--- src/design/spi_fault_regs.vh ---
// Command codes, field positions and constants of the serial fault supervisor
`ifndef SPI_FAULT_REGS_VH
`define SPI_FAULT_REGS_VH

`define CMD_WRITE_CONFIG 8'h70
`define CMD_WRITE_POWERDOWN 8'h71
`define CMD_WRITE_FAULT 8'h76
`define CMD_READ_CONFIG 8'hF0
`define CMD_READ_POWERDOWN 8'hF1
`define CMD_READ_FAULT 8'hF6
`define CMD_READ_THERMAL 8'hF7

`define CFG_SOFT_RESET_BIT 15
`define CFG_THERMAL_DISABLE_BIT 2
`define CFG_EXTERNAL_REFERENCE_SELECT_BIT 1
`define CFG_CRC_ENABLE_BIT 0
`define CFG_RESET 3'h0

`define FLT_THERMAL_BIT 2
`define FLT_CLOCK_BIT 1
`define FLT_COMMAND_BIT 0
`define FLT_RESET 3'h0

`define PD_RESET 16'h0000
`define TSD_RESET 16'h0000

`define CRC_POLY 6'h03
`define SHORT_FRAME_BITS 5'h18
`define LONG_FRAME_BITS 32

`endif

--- src/design/spi_fault_supervisor.v ---
// Serial command supervisor: CRC check, configuration, fault and thermal shutdown logic
//
// Operation
// - Checksum uses generator polynomial x^6 + x + 1 on both ends.
// - CRC mismatch drops the command, sets command fault flag, pulls fault low.
// - CRC enable configuration bit turns checking on; it resets to zero.
// - Configuration and fault register commands are never CRC checked.
// - Read-configuration returns configuration bits on serial output next frame.
// - External reference bit selects external reference when one, internal when zero.
// - Overheated channel shuts down, sets thermal fault flag, pulls fault low.
// - Shutdown channel sets its power-down bit and thermal status bit; both readable.
// - Cool channels keep running; all sixteen down puts chip to sleep.
// - Shutdown latches; recovery only when every sensor reports below recovery point.
// - Restart by clearing faults then power-down, soft reset, clear pin, power cycle.
// - Fault output released on next rising edge of chip select/load.
// - Thermal status read gives channel 15 to 0, two spare, six CRC bits.
// - Thermal protect disable bit stops over-temperature shutting channels down.
// - Fault flags stay set until fault write, clear pin, soft reset, power cycle.
// - Configuration write holds self-clearing soft reset plus three bits, all zero default.
`timescale 1ns/100ps
`include "spi_fault_regs.vh"

module spi_fault_supervisor (
   input wire clk,                        // System clock, 10 MHz
   input wire rst_n,                      // Asynchronous reset, active low
   input wire sck,                        // Serial clock pin
   input wire sdi,                        // Serial data in pin
   input wire chipSelectLoad_n,           // Chip select/load pin, active low
   output reg sdo,                        // Serial data out pin
   input wire clearInput_n,               // Clear pin, active low
   input wire [15:0] channelOverTemp,     // Per-channel sensor above shutdown point
   input wire [15:0] channelBelowRecover, // Per-channel sensor below recovery point
   output wire faultOut,                  // Open-drain fault pin data, always 0
   output reg faultOe,                    // Fault pin enable, high pulls pin low
   output wire [15:0] channelPowerdown,   // Per-channel power-down state
   output wire [15:0] channelThermalFlag, // Per-channel latched thermal shutdown
   output wire chipSleep,                 // All channels down: reference and bias off
   output wire externalReferenceSelect,   // External reference mode
   output wire thermalProtectDisable,     // Thermal shutdown disabled
   output wire crcEnable,                 // CRC checking enabled
   output wire thermalFaultFlag,          // Fault register thermal flag
   output wire clockFaultFlag,            // Fault register clock count flag
   output wire commandIntegrityFaultFlag, // Fault register command flag
   output reg cmdStrobe,                  // Pulse: other accepted command
   output reg [23:0] cmdWord              // Command and data of accepted command
);

   // ----------------------------------------------------------------
   // CRC function
   // ----------------------------------------------------------------
   function [5:0] crc6;
      input [23:0] data;
      integer i;
      reg [5:0] c;
      reg fb;
      begin
         c = 6'h00;
         for (i = 23; i >= 0; i = i - 1) begin
            fb = data[i] ^ c[5];
            c = {c[4:0], 1'b0} ^ (fb ? `CRC_POLY : 6'h00);
         end
         crc6 = c;
      end
   endfunction

   // ----------------------------------------------------------------
   // Pin synchronisers
   // ----------------------------------------------------------------
   reg [2:0] sckSync;
   reg [2:0] sdiSync;
   reg [2:0] csSync;
   reg [2:0] clrSync;
   reg [15:0] hotS1, hotS2, hotS3;
   reg [15:0] coolS1, coolS2, coolS3;
   reg sckLvl, sdiLvl, csLvl, clrLvl;
   reg [15:0] hotLvl, coolLvl;

   always @(posedge clk or negedge rst_n) begin
      if (!rst_n) begin
         sckSync <= 3'h0;
         sdiSync <= 3'h0;
         csSync <= 3'h7;
         clrSync <= 3'h7;
         hotS1 <= 16'h0000;
         hotS2 <= 16'h0000;
         hotS3 <= 16'h0000;
         coolS1 <= 16'hFFFF;
         coolS2 <= 16'hFFFF;
         coolS3 <= 16'hFFFF;
         sckLvl <= 1'b0;
         sdiLvl <= 1'b0;
         csLvl <= 1'b1;
         clrLvl <= 1'b1;
         hotLvl <= 16'h0000;
         coolLvl <= 16'hFFFF;
      end else begin
         sckSync <= {sckSync[1:0], sck};
         sdiSync <= {sdiSync[1:0], sdi};
         csSync <= {csSync[1:0], chipSelectLoad_n};
         clrSync <= {clrSync[1:0], clearInput_n};
         hotS1 <= channelOverTemp;
         hotS2 <= hotS1;
         hotS3 <= hotS2;
         coolS1 <= channelBelowRecover;
         coolS2 <= coolS1;
         coolS3 <= coolS2;
         if (sckSync[1] == sckSync[2]) sckLvl <= sckSync[2];
         if (sdiSync[1] == sdiSync[2]) sdiLvl <= sdiSync[2];
         if (csSync[1] == csSync[2]) csLvl <= csSync[2];
         if (clrSync[1] == clrSync[2]) clrLvl <= clrSync[2];
         hotLvl <= (hotS2 & hotS3) | (hotLvl & (hotS2 | hotS3));
         coolLvl <= (coolS2 & coolS3) | (coolLvl & (coolS2 | coolS3));
      end
   end

   // ----------------------------------------------------------------
   // Pin edges
   // ----------------------------------------------------------------
   // Reset values equal the idle pin levels, so no false edge follows reset
   reg sckPrev, csPrev;
   wire sckRise = sckLvl & ~sckPrev;
   wire sckFall = ~sckLvl & sckPrev;
   wire csFall = ~csLvl & csPrev;
   wire csRise = csLvl & ~csPrev;

   // ----------------------------------------------------------------
   // Frame capture
   // ----------------------------------------------------------------
   reg [31:0] inShift;
   reg [31:0] outShift;
   reg [4:0] bitMod;
   // Set once 32 bits have arrived, which tells a 24-bit frame from a 32-bit one
   reg bitWrapped;
   reg inFrame;

   wire shortFrame = (bitMod == `SHORT_FRAME_BITS) & ~bitWrapped;
   wire longFrame = (bitMod == 5'h00) & bitWrapped;
   // Longer frames keep only their last 32 bits
   wire [23:0] frameWord = longFrame ? inShift[31:8] : inShift[23:0];
   wire [7:0] frameCmd = frameWord[23:16];
   wire [15:0] frameData = frameWord[15:0];
   wire crcExempt = (frameCmd == `CMD_WRITE_CONFIG) | (frameCmd == `CMD_WRITE_FAULT) |
                    (frameCmd == `CMD_READ_CONFIG) | (frameCmd == `CMD_READ_FAULT);
   wire crcMatch = longFrame & (crc6(frameWord) == inShift[5:0]);

   // ----------------------------------------------------------------
   // Command checks
   // ----------------------------------------------------------------
   reg [2:0] settings;
   reg [2:0] faults;
   reg [15:0] powerdown;
   reg [15:0] thermalLatch;

   wire frameDone = csRise & inFrame;
   wire frameOk = shortFrame | longFrame;
   wire crcBad = frameDone & frameOk & settings[`CFG_CRC_ENABLE_BIT] & ~crcExempt &
                 ~crcMatch;
   wire clockBad = frameDone & ~frameOk;
   wire execute = frameDone & frameOk & ~crcBad;

   // Recovery is allowed only once every sensor reads below its recovery point
   wire allCool = &coolLvl;
   wire softReset = execute & (frameCmd == `CMD_WRITE_CONFIG) &
                    frameData[`CFG_SOFT_RESET_BIT];
   wire globalClear = softReset | ~clrLvl;
   wire [15:0] newHot = hotLvl & ~thermalLatch &
                        {16{~settings[`CFG_THERMAL_DISABLE_BIT]}};
   wire thermalEvent = |newHot;

   // ----------------------------------------------------------------
   // Read-back word for the next frame
   // ----------------------------------------------------------------
   reg [15:0] readData;
   always @* begin
      case (frameCmd)
         `CMD_READ_CONFIG: readData = {13'h0000, settings};
         `CMD_READ_FAULT: readData = {13'h0000, faults};
         `CMD_READ_POWERDOWN: readData = powerdown;
         `CMD_READ_THERMAL: readData = thermalLatch;
         default: readData = 16'h0000;
      endcase
   end
   wire [23:0] replyHead = {frameCmd, readData};

   // ----------------------------------------------------------------
   // Serial shift engine
   // ----------------------------------------------------------------
   always @(posedge clk or negedge rst_n) begin
      if (!rst_n) begin
         sckPrev <= 1'b0;
         csPrev <= 1'b1;
         inShift <= 32'h0000_0000;
         outShift <= 32'h0000_0000;
         bitMod <= 5'h00;
         bitWrapped <= 1'b0;
         inFrame <= 1'b0;
         sdo <= 1'b0;
         cmdStrobe <= 1'b0;
         cmdWord <= 24'h00_0000;
      end else begin
         sckPrev <= sckLvl;
         csPrev <= csLvl;
         cmdStrobe <= 1'b0;
         if (csFall) begin
            inFrame <= 1'b1;
            bitMod <= 5'h00;
            bitWrapped <= 1'b0;
            sdo <= outShift[31];
         end else if (!csLvl && inFrame) begin
            if (sckRise) begin
               inShift <= {inShift[30:0], sdiLvl};
               bitMod <= bitMod + 5'h01;
               if (bitMod == 5'h1F) bitWrapped <= 1'b1;
            end
            if (sckFall) begin
               outShift <= {outShift[30:0], 1'b0};
               sdo <= outShift[30];
            end
         end
         if (frameDone) begin
            inFrame <= 1'b0;
            // Reply stays zero unless this frame executed; other executed commands echo their command byte with zero data
            outShift <= execute ? {replyHead, 2'b00, crc6(replyHead)} : 32'h0000_0000;
            if (execute) begin
               cmdWord <= frameWord;
               cmdStrobe <= ~crcExempt & (frameCmd != `CMD_WRITE_POWERDOWN) &
                            (frameCmd != `CMD_READ_POWERDOWN) &
                            (frameCmd != `CMD_READ_THERMAL);
            end
         end
      end
   end

   // ----------------------------------------------------------------
   // Configuration, fault, power-down and thermal registers
   // ----------------------------------------------------------------
   always @(posedge clk or negedge rst_n) begin
      if (!rst_n) begin
         settings <= `CFG_RESET;
         faults <= `FLT_RESET;
         powerdown <= `PD_RESET;
         thermalLatch <= `TSD_RESET;
      end else begin
         if (globalClear) begin
            settings <= `CFG_RESET;
            // Events in the clearing cycle still set their flags
            faults <= `FLT_RESET | {thermalEvent, clockBad, crcBad};
            // Hot channels keep their latch until all sensors have cooled
            thermalLatch <= (allCool ? 16'h0000 : thermalLatch) | newHot;
            powerdown <= (allCool ? 16'h0000 : thermalLatch) | newHot;
         end else begin
            if (execute && frameCmd == `CMD_WRITE_CONFIG)
               settings <= frameData[2:0];
            if (execute && frameCmd == `CMD_WRITE_FAULT)
               faults <= frameData[2:0] | {thermalEvent, clockBad, crcBad};
            else
               faults <= faults | {thermalEvent, clockBad, crcBad};
            // Fault flag cleared while cool releases the thermal latch
            if (execute && frameCmd == `CMD_WRITE_FAULT && allCool &&
                !frameData[`FLT_THERMAL_BIT])
               thermalLatch <= newHot;
            else
               thermalLatch <= thermalLatch | newHot;
            if (execute && frameCmd == `CMD_WRITE_POWERDOWN)
               powerdown <= frameData | thermalLatch | newHot;
            else
               powerdown <= powerdown | newHot;
         end
      end
   end

   // ----------------------------------------------------------------
   // Fault pin
   // ----------------------------------------------------------------
   always @(posedge clk or negedge rst_n) begin
      if (!rst_n) begin
         faultOe <= 1'b0;
      end else if (crcBad | clockBad | thermalEvent) begin
         // A new event wins over the release edge
         faultOe <= 1'b1;
      end else if (csRise) begin
         faultOe <= 1'b0;
      end
   end

   // ----------------------------------------------------------------
   // Outputs
   // ----------------------------------------------------------------
   assign faultOut = 1'b0;
   assign channelPowerdown = powerdown;
   assign channelThermalFlag = thermalLatch;
   assign chipSleep = &powerdown;
   assign externalReferenceSelect = settings[`CFG_EXTERNAL_REFERENCE_SELECT_BIT];
   assign thermalProtectDisable = settings[`CFG_THERMAL_DISABLE_BIT];
   assign crcEnable = settings[`CFG_CRC_ENABLE_BIT];
   assign thermalFaultFlag = faults[`FLT_THERMAL_BIT];
   assign clockFaultFlag = faults[`FLT_CLOCK_BIT];
   assign commandIntegrityFaultFlag = faults[`FLT_COMMAND_BIT];

endmodule

--- config.mk ---
export PLATFORM = sky130hd
export DESIGN_NAME = spi_fault_supervisor
export DESIGN_NICKNAME = d
export VERILOG_FILES = /design/src/design/spi_fault_supervisor.v
export VERILOG_INCLUDE_DIRS = /design/src /design/src/design
export SDC_FILE = /design/constraint.sdc
export NUM_CORES = 1
export LEC_CHECK = 0
export ABC_AREA = 1
export BUFFER_PORTS_ARGS = -buffer_cell sky130_fd_sc_hd__buf_2
export CAP_MARGIN = 20
export CORE_MARGIN = 2
export CORE_UTILIZATION = 60
export DETAILED_ROUTE_END_ITERATION = 10
export PLACE_DENSITY = 0.78
export RECOVER_POWER = 50
export SETUP_SLACK_MARGIN = 0.5
export SLEW_MARGIN = 20
export SYNTH_ARGS = -nofsm -noshare
export SYNTH_HDL_FRONTEND = slang
export SYNTH_SLANG_ARGS = --single-unit
--- constraint.sdc ---
create_clock -name clk -period 5.93 [get_ports clk]
set_input_delay 0.593 -clock clk [delete_from_list [all_inputs] [get_ports clk]]
set_output_delay 0.593 -clock clk [all_outputs]
set_load 0.01 [all_outputs]
==> results of run 1 <==
-- synth_stat cells, types with 11 or more instances --
master    count
buf_2        15
clkbuf_1     16
dfrtp_1     209
dfstp_2      73
inv_1       110
maj3_1       36
nand2_1     530
nand2_2      26
nand3_1     168
nand4_1      31
nor2_1       24
o21ai_0      77
o21ai_1      37
xor2_1       11
-- stage by stage --
| stage | hold WS [ns] | util (%) |
|---|---|---|
| after floorplan | 0.2974 | - |
| after global placement | 0.3318 | 64.04 |
| after detailed placement | 0.3347 | 64.04 |
| after CTS | 0.05155 | 69.36 |
| after global routing | 0.1039 | 69.42 |
| final | 0.1230 | 69.44 |
-- area by class of cell --
class / instances / area, µm² / area share, %
clock inverters: 18 / 356.6 / 2.443
multi-input cells: 1017 / 4954 / 33.94
clock buffers: 34 / 763.2 / 5.229
well taps: 275 / 344.1 / 2.357
flip-flops and latches: 282 / 7148 / 48.97
repair buffers: 110 / 578.1 / 3.960
diodes: 1 / 2.502 / 0.01714
inverters: 120 / 450.4 / 3.086
-- logic make-up after synthesis --
| logic type | synth area share [%] |
|---|---|
| buffers and inverters | 5.828 |
| XOR/XNOR | 1.025 |
| other | 0.02926 |
| AND/OR/NAND/NOR | 27.46 |
| adder cells (fa/ha/maj) | 3.397 |
| flip-flops | 55.77 |
| AO/OA/AOI/OAI | 6.492 |
-- power by group through the flow --
stage / Sequential (mW) / Clock [mW] / Combinational [mW]
detailed placement: 2.47 / 0 / 2.10
floorplan: 2.43 / 0 / 1.52
global placement: 2.46 / 0 / 2.05
CTS: 2.44 / 2.12 / 2.13
global route: 2.47 / 2.20 / 2.45
finish: 2.45 / 2.09 / 2.16
-- how the worst min path moves through the flow --
stage | startpoint | to | slack (ns)
global placement | hotS1[0]$_DFF_PN0_ | hotS2[0]$_DFF_PN0_ | 0.33
global route | channelBelowRecover[7] | coolS1[7]$_DFF_PN1_ | 0.10
finish | channelBelowRecover[5] | coolS1[5]$_DFF_PN1_ | 0.12
CTS | rst_n | inShift[29]$_DFFE_PN0P_ | 0.05
floorplan | rst_n | bitMod[0]$_DFFE_PN0P_ | 0.30
detailed placement | hotS1[3]$_DFF_PN0_ | hotS2[3]$_DFF_PN0_ | 0.33
-- layer usage --
layer / up-vias / global-route usage (%) / routed length (µm)
li1: 4958 / - / -
met1: 5023 / 40.90 / 13630
met2: 473 / 48.47 / 15660
met3: 88 / 5.182 / 2580
met4: 2 / 11.56 / 1290
met5: - / 0 / 13
-- worst max-delay path, delay by kind of cell, from the launching register on --
kind | cells | cell delay, ns
adders and majority gates | 2 | 0.46
DFF | 1 | 0.40
buffers and inverters | 3 | 0.22
and+or+nand+nor | 26 | 3.74
-- timing repair --
item / in CTS / in global routing
endpoints found under the setup margin: 0 / 54
resized for setup: 0 / 2
hold buffers: 0 / 0
==> results_dict.tcl, run 1 <==
set metrics [dict create \
    r2r_slack_ns 0.99 \
    clk_pin_slew_ns 0.07 \
    h-tree-depth 1 \
    setup_tns_ns 0 \
    die_w_um 150.2 \
    tritoncts "yes" \
    vdd_drop_max_uv 394.0 \
    drt-initial-drc-count 1101 \
    grt_overflow_total 0 \
    cts_sinks 282 \
    rsz0062_at_grt "false" \
    drive_above_1_share_pct 17.52 \
    pwr-share-clk_pct 31.2 \
    setup.worst_path.class "register to register" \
    path_max_fanout 35 \
    setup_violations 0 \
    final_common_cell "nand2_1" \
    place_area_um2 13460 \
    cts-buffers-inserted 28 \
    dieArea_um2 22550 \
    cp-end-kind "register" \
    grt_max_degree 132 \
    grt_pass1_wl_mm 52.87 \
    largest_registers "inShift: 32 flops, outShift: 32 flops, cmdWord: 24 flops" \
    drc 0 \
    crit_path_start_kind "register" \
    clk_path_buf_depth 3 \
    dp_slack_ns 0.8777 \
    post-route-min-period_ns 4.943 \
    cpMaxStageDelayCell "nor2_2" \
    dpl.cell_count 1802 \
    final_nets 1603 \
    synth.distinct_cells 40 \
    pwr-share-seq_pct 36.6 \
    rr_worst_depth 31 \
    core_um2 21020 \
    yosysTopAreaCellShare_pct 40.80 \
    cp_common_cell "nand2_1" \
    tightest_slew_ns 4.557 \
    io-pin-count 105 \
    finClkSkew_ns 0.01538 \
    yosys-top-cells-area "dfrtp_1 41%, nand2_1 16%, dfstp_2 15%" \
    mostFrequentLayoutCells "530 x nand2_1, 209 x dfrtp_1, 168 x nand3_1, 110 x inv_1, 101 x buf_2" \
    cts_setup_buffers 0 \
    grt_pass1_vias 10000 \
    routedWlPerCell_um 17.87 \
    final_area_um2 14600 \
    crit_required_ns 6.37 \
    worstPathArrival_ns 5.38 \
    p_leak_nw 7.305 \
    drt_pass1_iterations 5 \
    synthesis.area_um2 12820 \
    worstSetupStartpoint "bitMod[0]$_DFFE_PN0P_" \
    switchingPower_mw 2.480 \
    p_sw_share_pct 37.02 \
    p_int_mw 4.220 \
    maxSlewViolCount 85 \
    fill_cells 1624 \
    clock.fmax_mhz 202.3 \
    dp_hpwl_mm 22.35 \
    fin_cells 1857 \
    drt_wl_total_mm 33.18 \
    hold_viol 0 \
    synth_seq_cells 282 \
    synth_fp_nets 1508 \
    worstReg2RegEnd "channelThermalFlag[1]$_DFF_PN0_" \
    endpoint "channelThermalFlag[1]$_DFF_PN0_" \
    finalWorstSetupSlack_ns 0.9866 \
    total_power_mw 6.700 \
    p_comb_share_pct 32.3 \
    cts-root-buf "clkbuf_16" \
    avgSynthCellArea_um2 8.755 \
    gp_congestion 0.9492 \
    start_util_pct 60.97 \
    portBuffers 103 \
    ys_warn_count 0 \
    vias 10540 \
    clk_latency_ns 0.57 \
    num_rows 53 \
    track_usage_pct 30.00 \
    status "complete, but fails checks" \
    whs_path_depth 1 \
    viasPerCell 5.678 \
    yosysSeqAreaShare_pct 55.77 \
    postRouteAntennaNets 0 \
    drv_cap 1 \
    yosys.area.top_type "dfrtp_1" \
    synth_ff_type "dfrtp_1" \
    p_per_area_nw_per_um2 459.0 \
    netlist_instances 1464 \
    period_share_pct 83.36 \
    area_growth_pct 13.88 \
    antenna_found_initial 2 \
    rr_startpoint "bitMod[0]$_DFFE_PN0P_" \
    die_height_um 150.2 \
    violations "max-capacitance violations, max-slew violations" \
    crit_path_max_incr_delay_ns 0.46 \
    synth-edff-count 0 \
    async_reset_ff_share_pct 100.0 \
    slew_headroom_pct -203.8 \
    hp-class "primary input to register" \
]
Note: power is estimated with default switching activity, not from simulation.
==> run 2, diff against run 1 <==
- clock period: 5.93 -> 4.9 ns (I/O delays scaled with it)
==> results_dict.tcl, run 2 (synthesis gave the netlist of run 1 again) <==
set metrics [dict create \
    status "complete, but fails checks" \
    violations "max-capacitance violations, max-slew violations" \
    p_int_mw 4.801 \
    slew_headroom_pct -94.96 \
    tightest_slew_ns 2.924 \
    worstReg2RegEnd "channelPowerdown[9]$_DFF_PN0_" \
    io-pin-count 105 \
    r2r_slack_ns 0.88 \
    crit_path_start_kind "register" \
    post-route-min-period_ns 4.025 \
    hold_slack_ns 0.01535 \
    vdd_drop_max_uv 383.7 \
    setup.worst_path.class "register to register" \
    hp-class "primary input to register" \
    routedWlPerCell_um 17.51 \
    hold_viol 0 \
    area_growth_pct 16.70 \
    p_leak_nw 7.452 \
    h-tree-depth 1 \
    hold_path_end "hotS1[4]$_DFF_PN0_" \
    crit_buf_inv 5 \
    switchingPower_mw 2.984 \
    drt_pass1_iterations 6 \
    cts-buffers-inserted 28 \
    drt_wl_total_mm 33.23 \
    final_common_cell "nand2_1" \
    hold_path_startpoint "channelOverTemp[4]" \
    drv_cap 1 \
    vias 10560 \
    path_max_fanout 16 \
    drive_above_1_share_pct 18.67 \
    dieArea_um2 22550 \
    crit_required_ns 5.37 \
    grt_overflow_total 0 \
    maxSlewViolCount 124 \
    rr_startpoint "bitMod[0]$_DFFE_PN0P_" \
    drc 0 \
    cp_top_family "simple AND/OR/NAND/NOR gates" \
    rsz0062_at_grt "false" \
    mostFrequentLayoutCells "524 x nand2_1, 209 x dfrtp_1, 168 x nand3_1, 109 x inv_1, 101 x buf_2" \
    setup_violations 0 \
    track_usage_pct 29.45 \
    total_power_mw 7.785 \
    clk_pin_slew_ns 0.06 \
    finClkSkew_ns 0.04721 \
    largest_registers "inShift: 32 flops, outShift: 32 flops, cmdWord: 24 flops" \
    crit_path_max_incr_delay_ns 0.40 \
    clk_latency_ns 0.58 \
    core_um2 21020 \
    dp_hpwl_mm 22.08 \
    cts-root-buf "clkbuf_16" \
    worstPathArrival_ns 4.50 \
    whs_path_depth 1 \
    cp-end-kind "register" \
    clk_path_buf_depth 3 \
    drt-initial-drc-count 1015 \
    grt_pass1_vias 9932 \
    antenna_found_initial 0 \
    start_util_pct 60.97 \
    cp_common_cell "nand2_1" \
    cts_sinks 282 \
    clock.fmax_mhz 248.5 \
    grt_max_degree 125 \
    p_sw_share_pct 38.33 \
    grt_pass1_wl_mm 52.13 \
    final_nets 1645 \
    tritoncts "yes" \
    gp_congestion 0.9385 \
    fill_cells 1550 \
    viasPerCell 5.562 \
    pwr-share-seq_pct 38.0 \
    p_per_area_nw_per_um2 520.5 \
    die_height_um 150.2 \
    die_w_um 150.2 \
    setup_tns_ns 0 \
    cpMaxStageDelayCell "dfrtp_1" \
    rr_worst_depth 32 \
    pwr-share-clk_pct 27.9 \
    p_comb_share_pct 34.1 \
    num_rows 53 \
    period_share_pct 82.14 \
    postRouteAntennaNets 0 \
    insertedDiodeCount 0 \
    portBuffers 103 \
]
-- run 2: repair_timing --
action,CTS,global route
endpoints found under the setup margin,6,93
endpoints found under the hold margin,22,1
resized for setup,3,26
setup buffers,0,7
cloned,0,4
hold buffers,22,1
pin swaps,0,4
-- run 2: worst reg2reg max path: cells and delay by family, from the launching register on --
kind | cells | cell delay (ns)
adders and majority gates | 2 | 0.50
DFF | 1 | 0.40
and+or+nand+nor | 25 | 2.49
buffers and inverters | 5 | 0.56
-- run 2: worst max-delay path by stage --
stage | from | endpoint | slack, ns | cells past startpoint
final | bitMod[0]$_DFFE_PN0P_ | channelPowerdown[9]$_DFF_PN0_ | 0.88 | 32
after global routing | bitMod[1]$_DFFE_PN0P_ | channelPowerdown[4]$_DFF_PN0_ | 0.52 | 32
after CTS | bitMod[0]$_DFFE_PN0P_ | outShift[2]$_DFFE_PN0P_ | 0.53 | 30
after detailed placement | bitMod[0]$_DFFE_PN0P_ | outShift[1]$_DFFE_PN0P_ | 0.21 | 25
after global placement | bitMod[0]$_DFFE_PN0P_ | outShift[5]$_DFFE_PN0P_ | 0.34 | 18
after floorplan | bitMod[0]$_DFFE_PN0P_ | faults[2]$_DFF_PN0_ | 1.26 | 34
-- run 2: layout make-up --
| type | count | area (µm²) | area share (%) |
|---|---|---|---|
| clock inverter | 15 | 191.4 | 1.280 |
| clock buffer | 37 | 754.5 | 5.044 |
| inverter | 120 | 450.4 | 3.011 |
| timing repair buffer | 150 | 992.2 | 6.633 |
| multi-input combinational | 1019 | 5077 | 33.94 |
| sequential | 282 | 7148 | 47.79 |
| tap | 275 | 344.1 | 2.300 |
-- run 2: through the flow --
step | instance area (µm²) | setup slack [ns] | utilization [%] | instances
floorplan | 12820 | 1.259 | - | 1464
global placement | 13550 | 0.3400 | 64.44 | 1812
detailed placement | 13550 | 0.2118 | 64.44 | 1812
CTS | 14730 | 0.5275 | 70.05 | 1886
global route | 14960 | 0.5175 | 71.16 | 1898
finish | 14960 | 0.8751 | 71.16 | 1898
-- run 2: power by group through the flow --
stage	clock, mW	sequential (mW)	combinational, mW
3_5_place_dp	0	2.98	2.55
6_report	2.17	2.96	2.65
2_1_floorplan	0	2.94	1.84
3_3_place_gp	0	2.98	2.50
5_1_grt	2.31	2.98	2.98
4_1_cts	2.21	2.95	2.58
-- run 2: metal layers --
metal,part of all wire (%),track usage (%)
met5,0,0
met4,3.4,10.71
met3,7.7,6.121
met2,47,45.66
met1,42,41.45
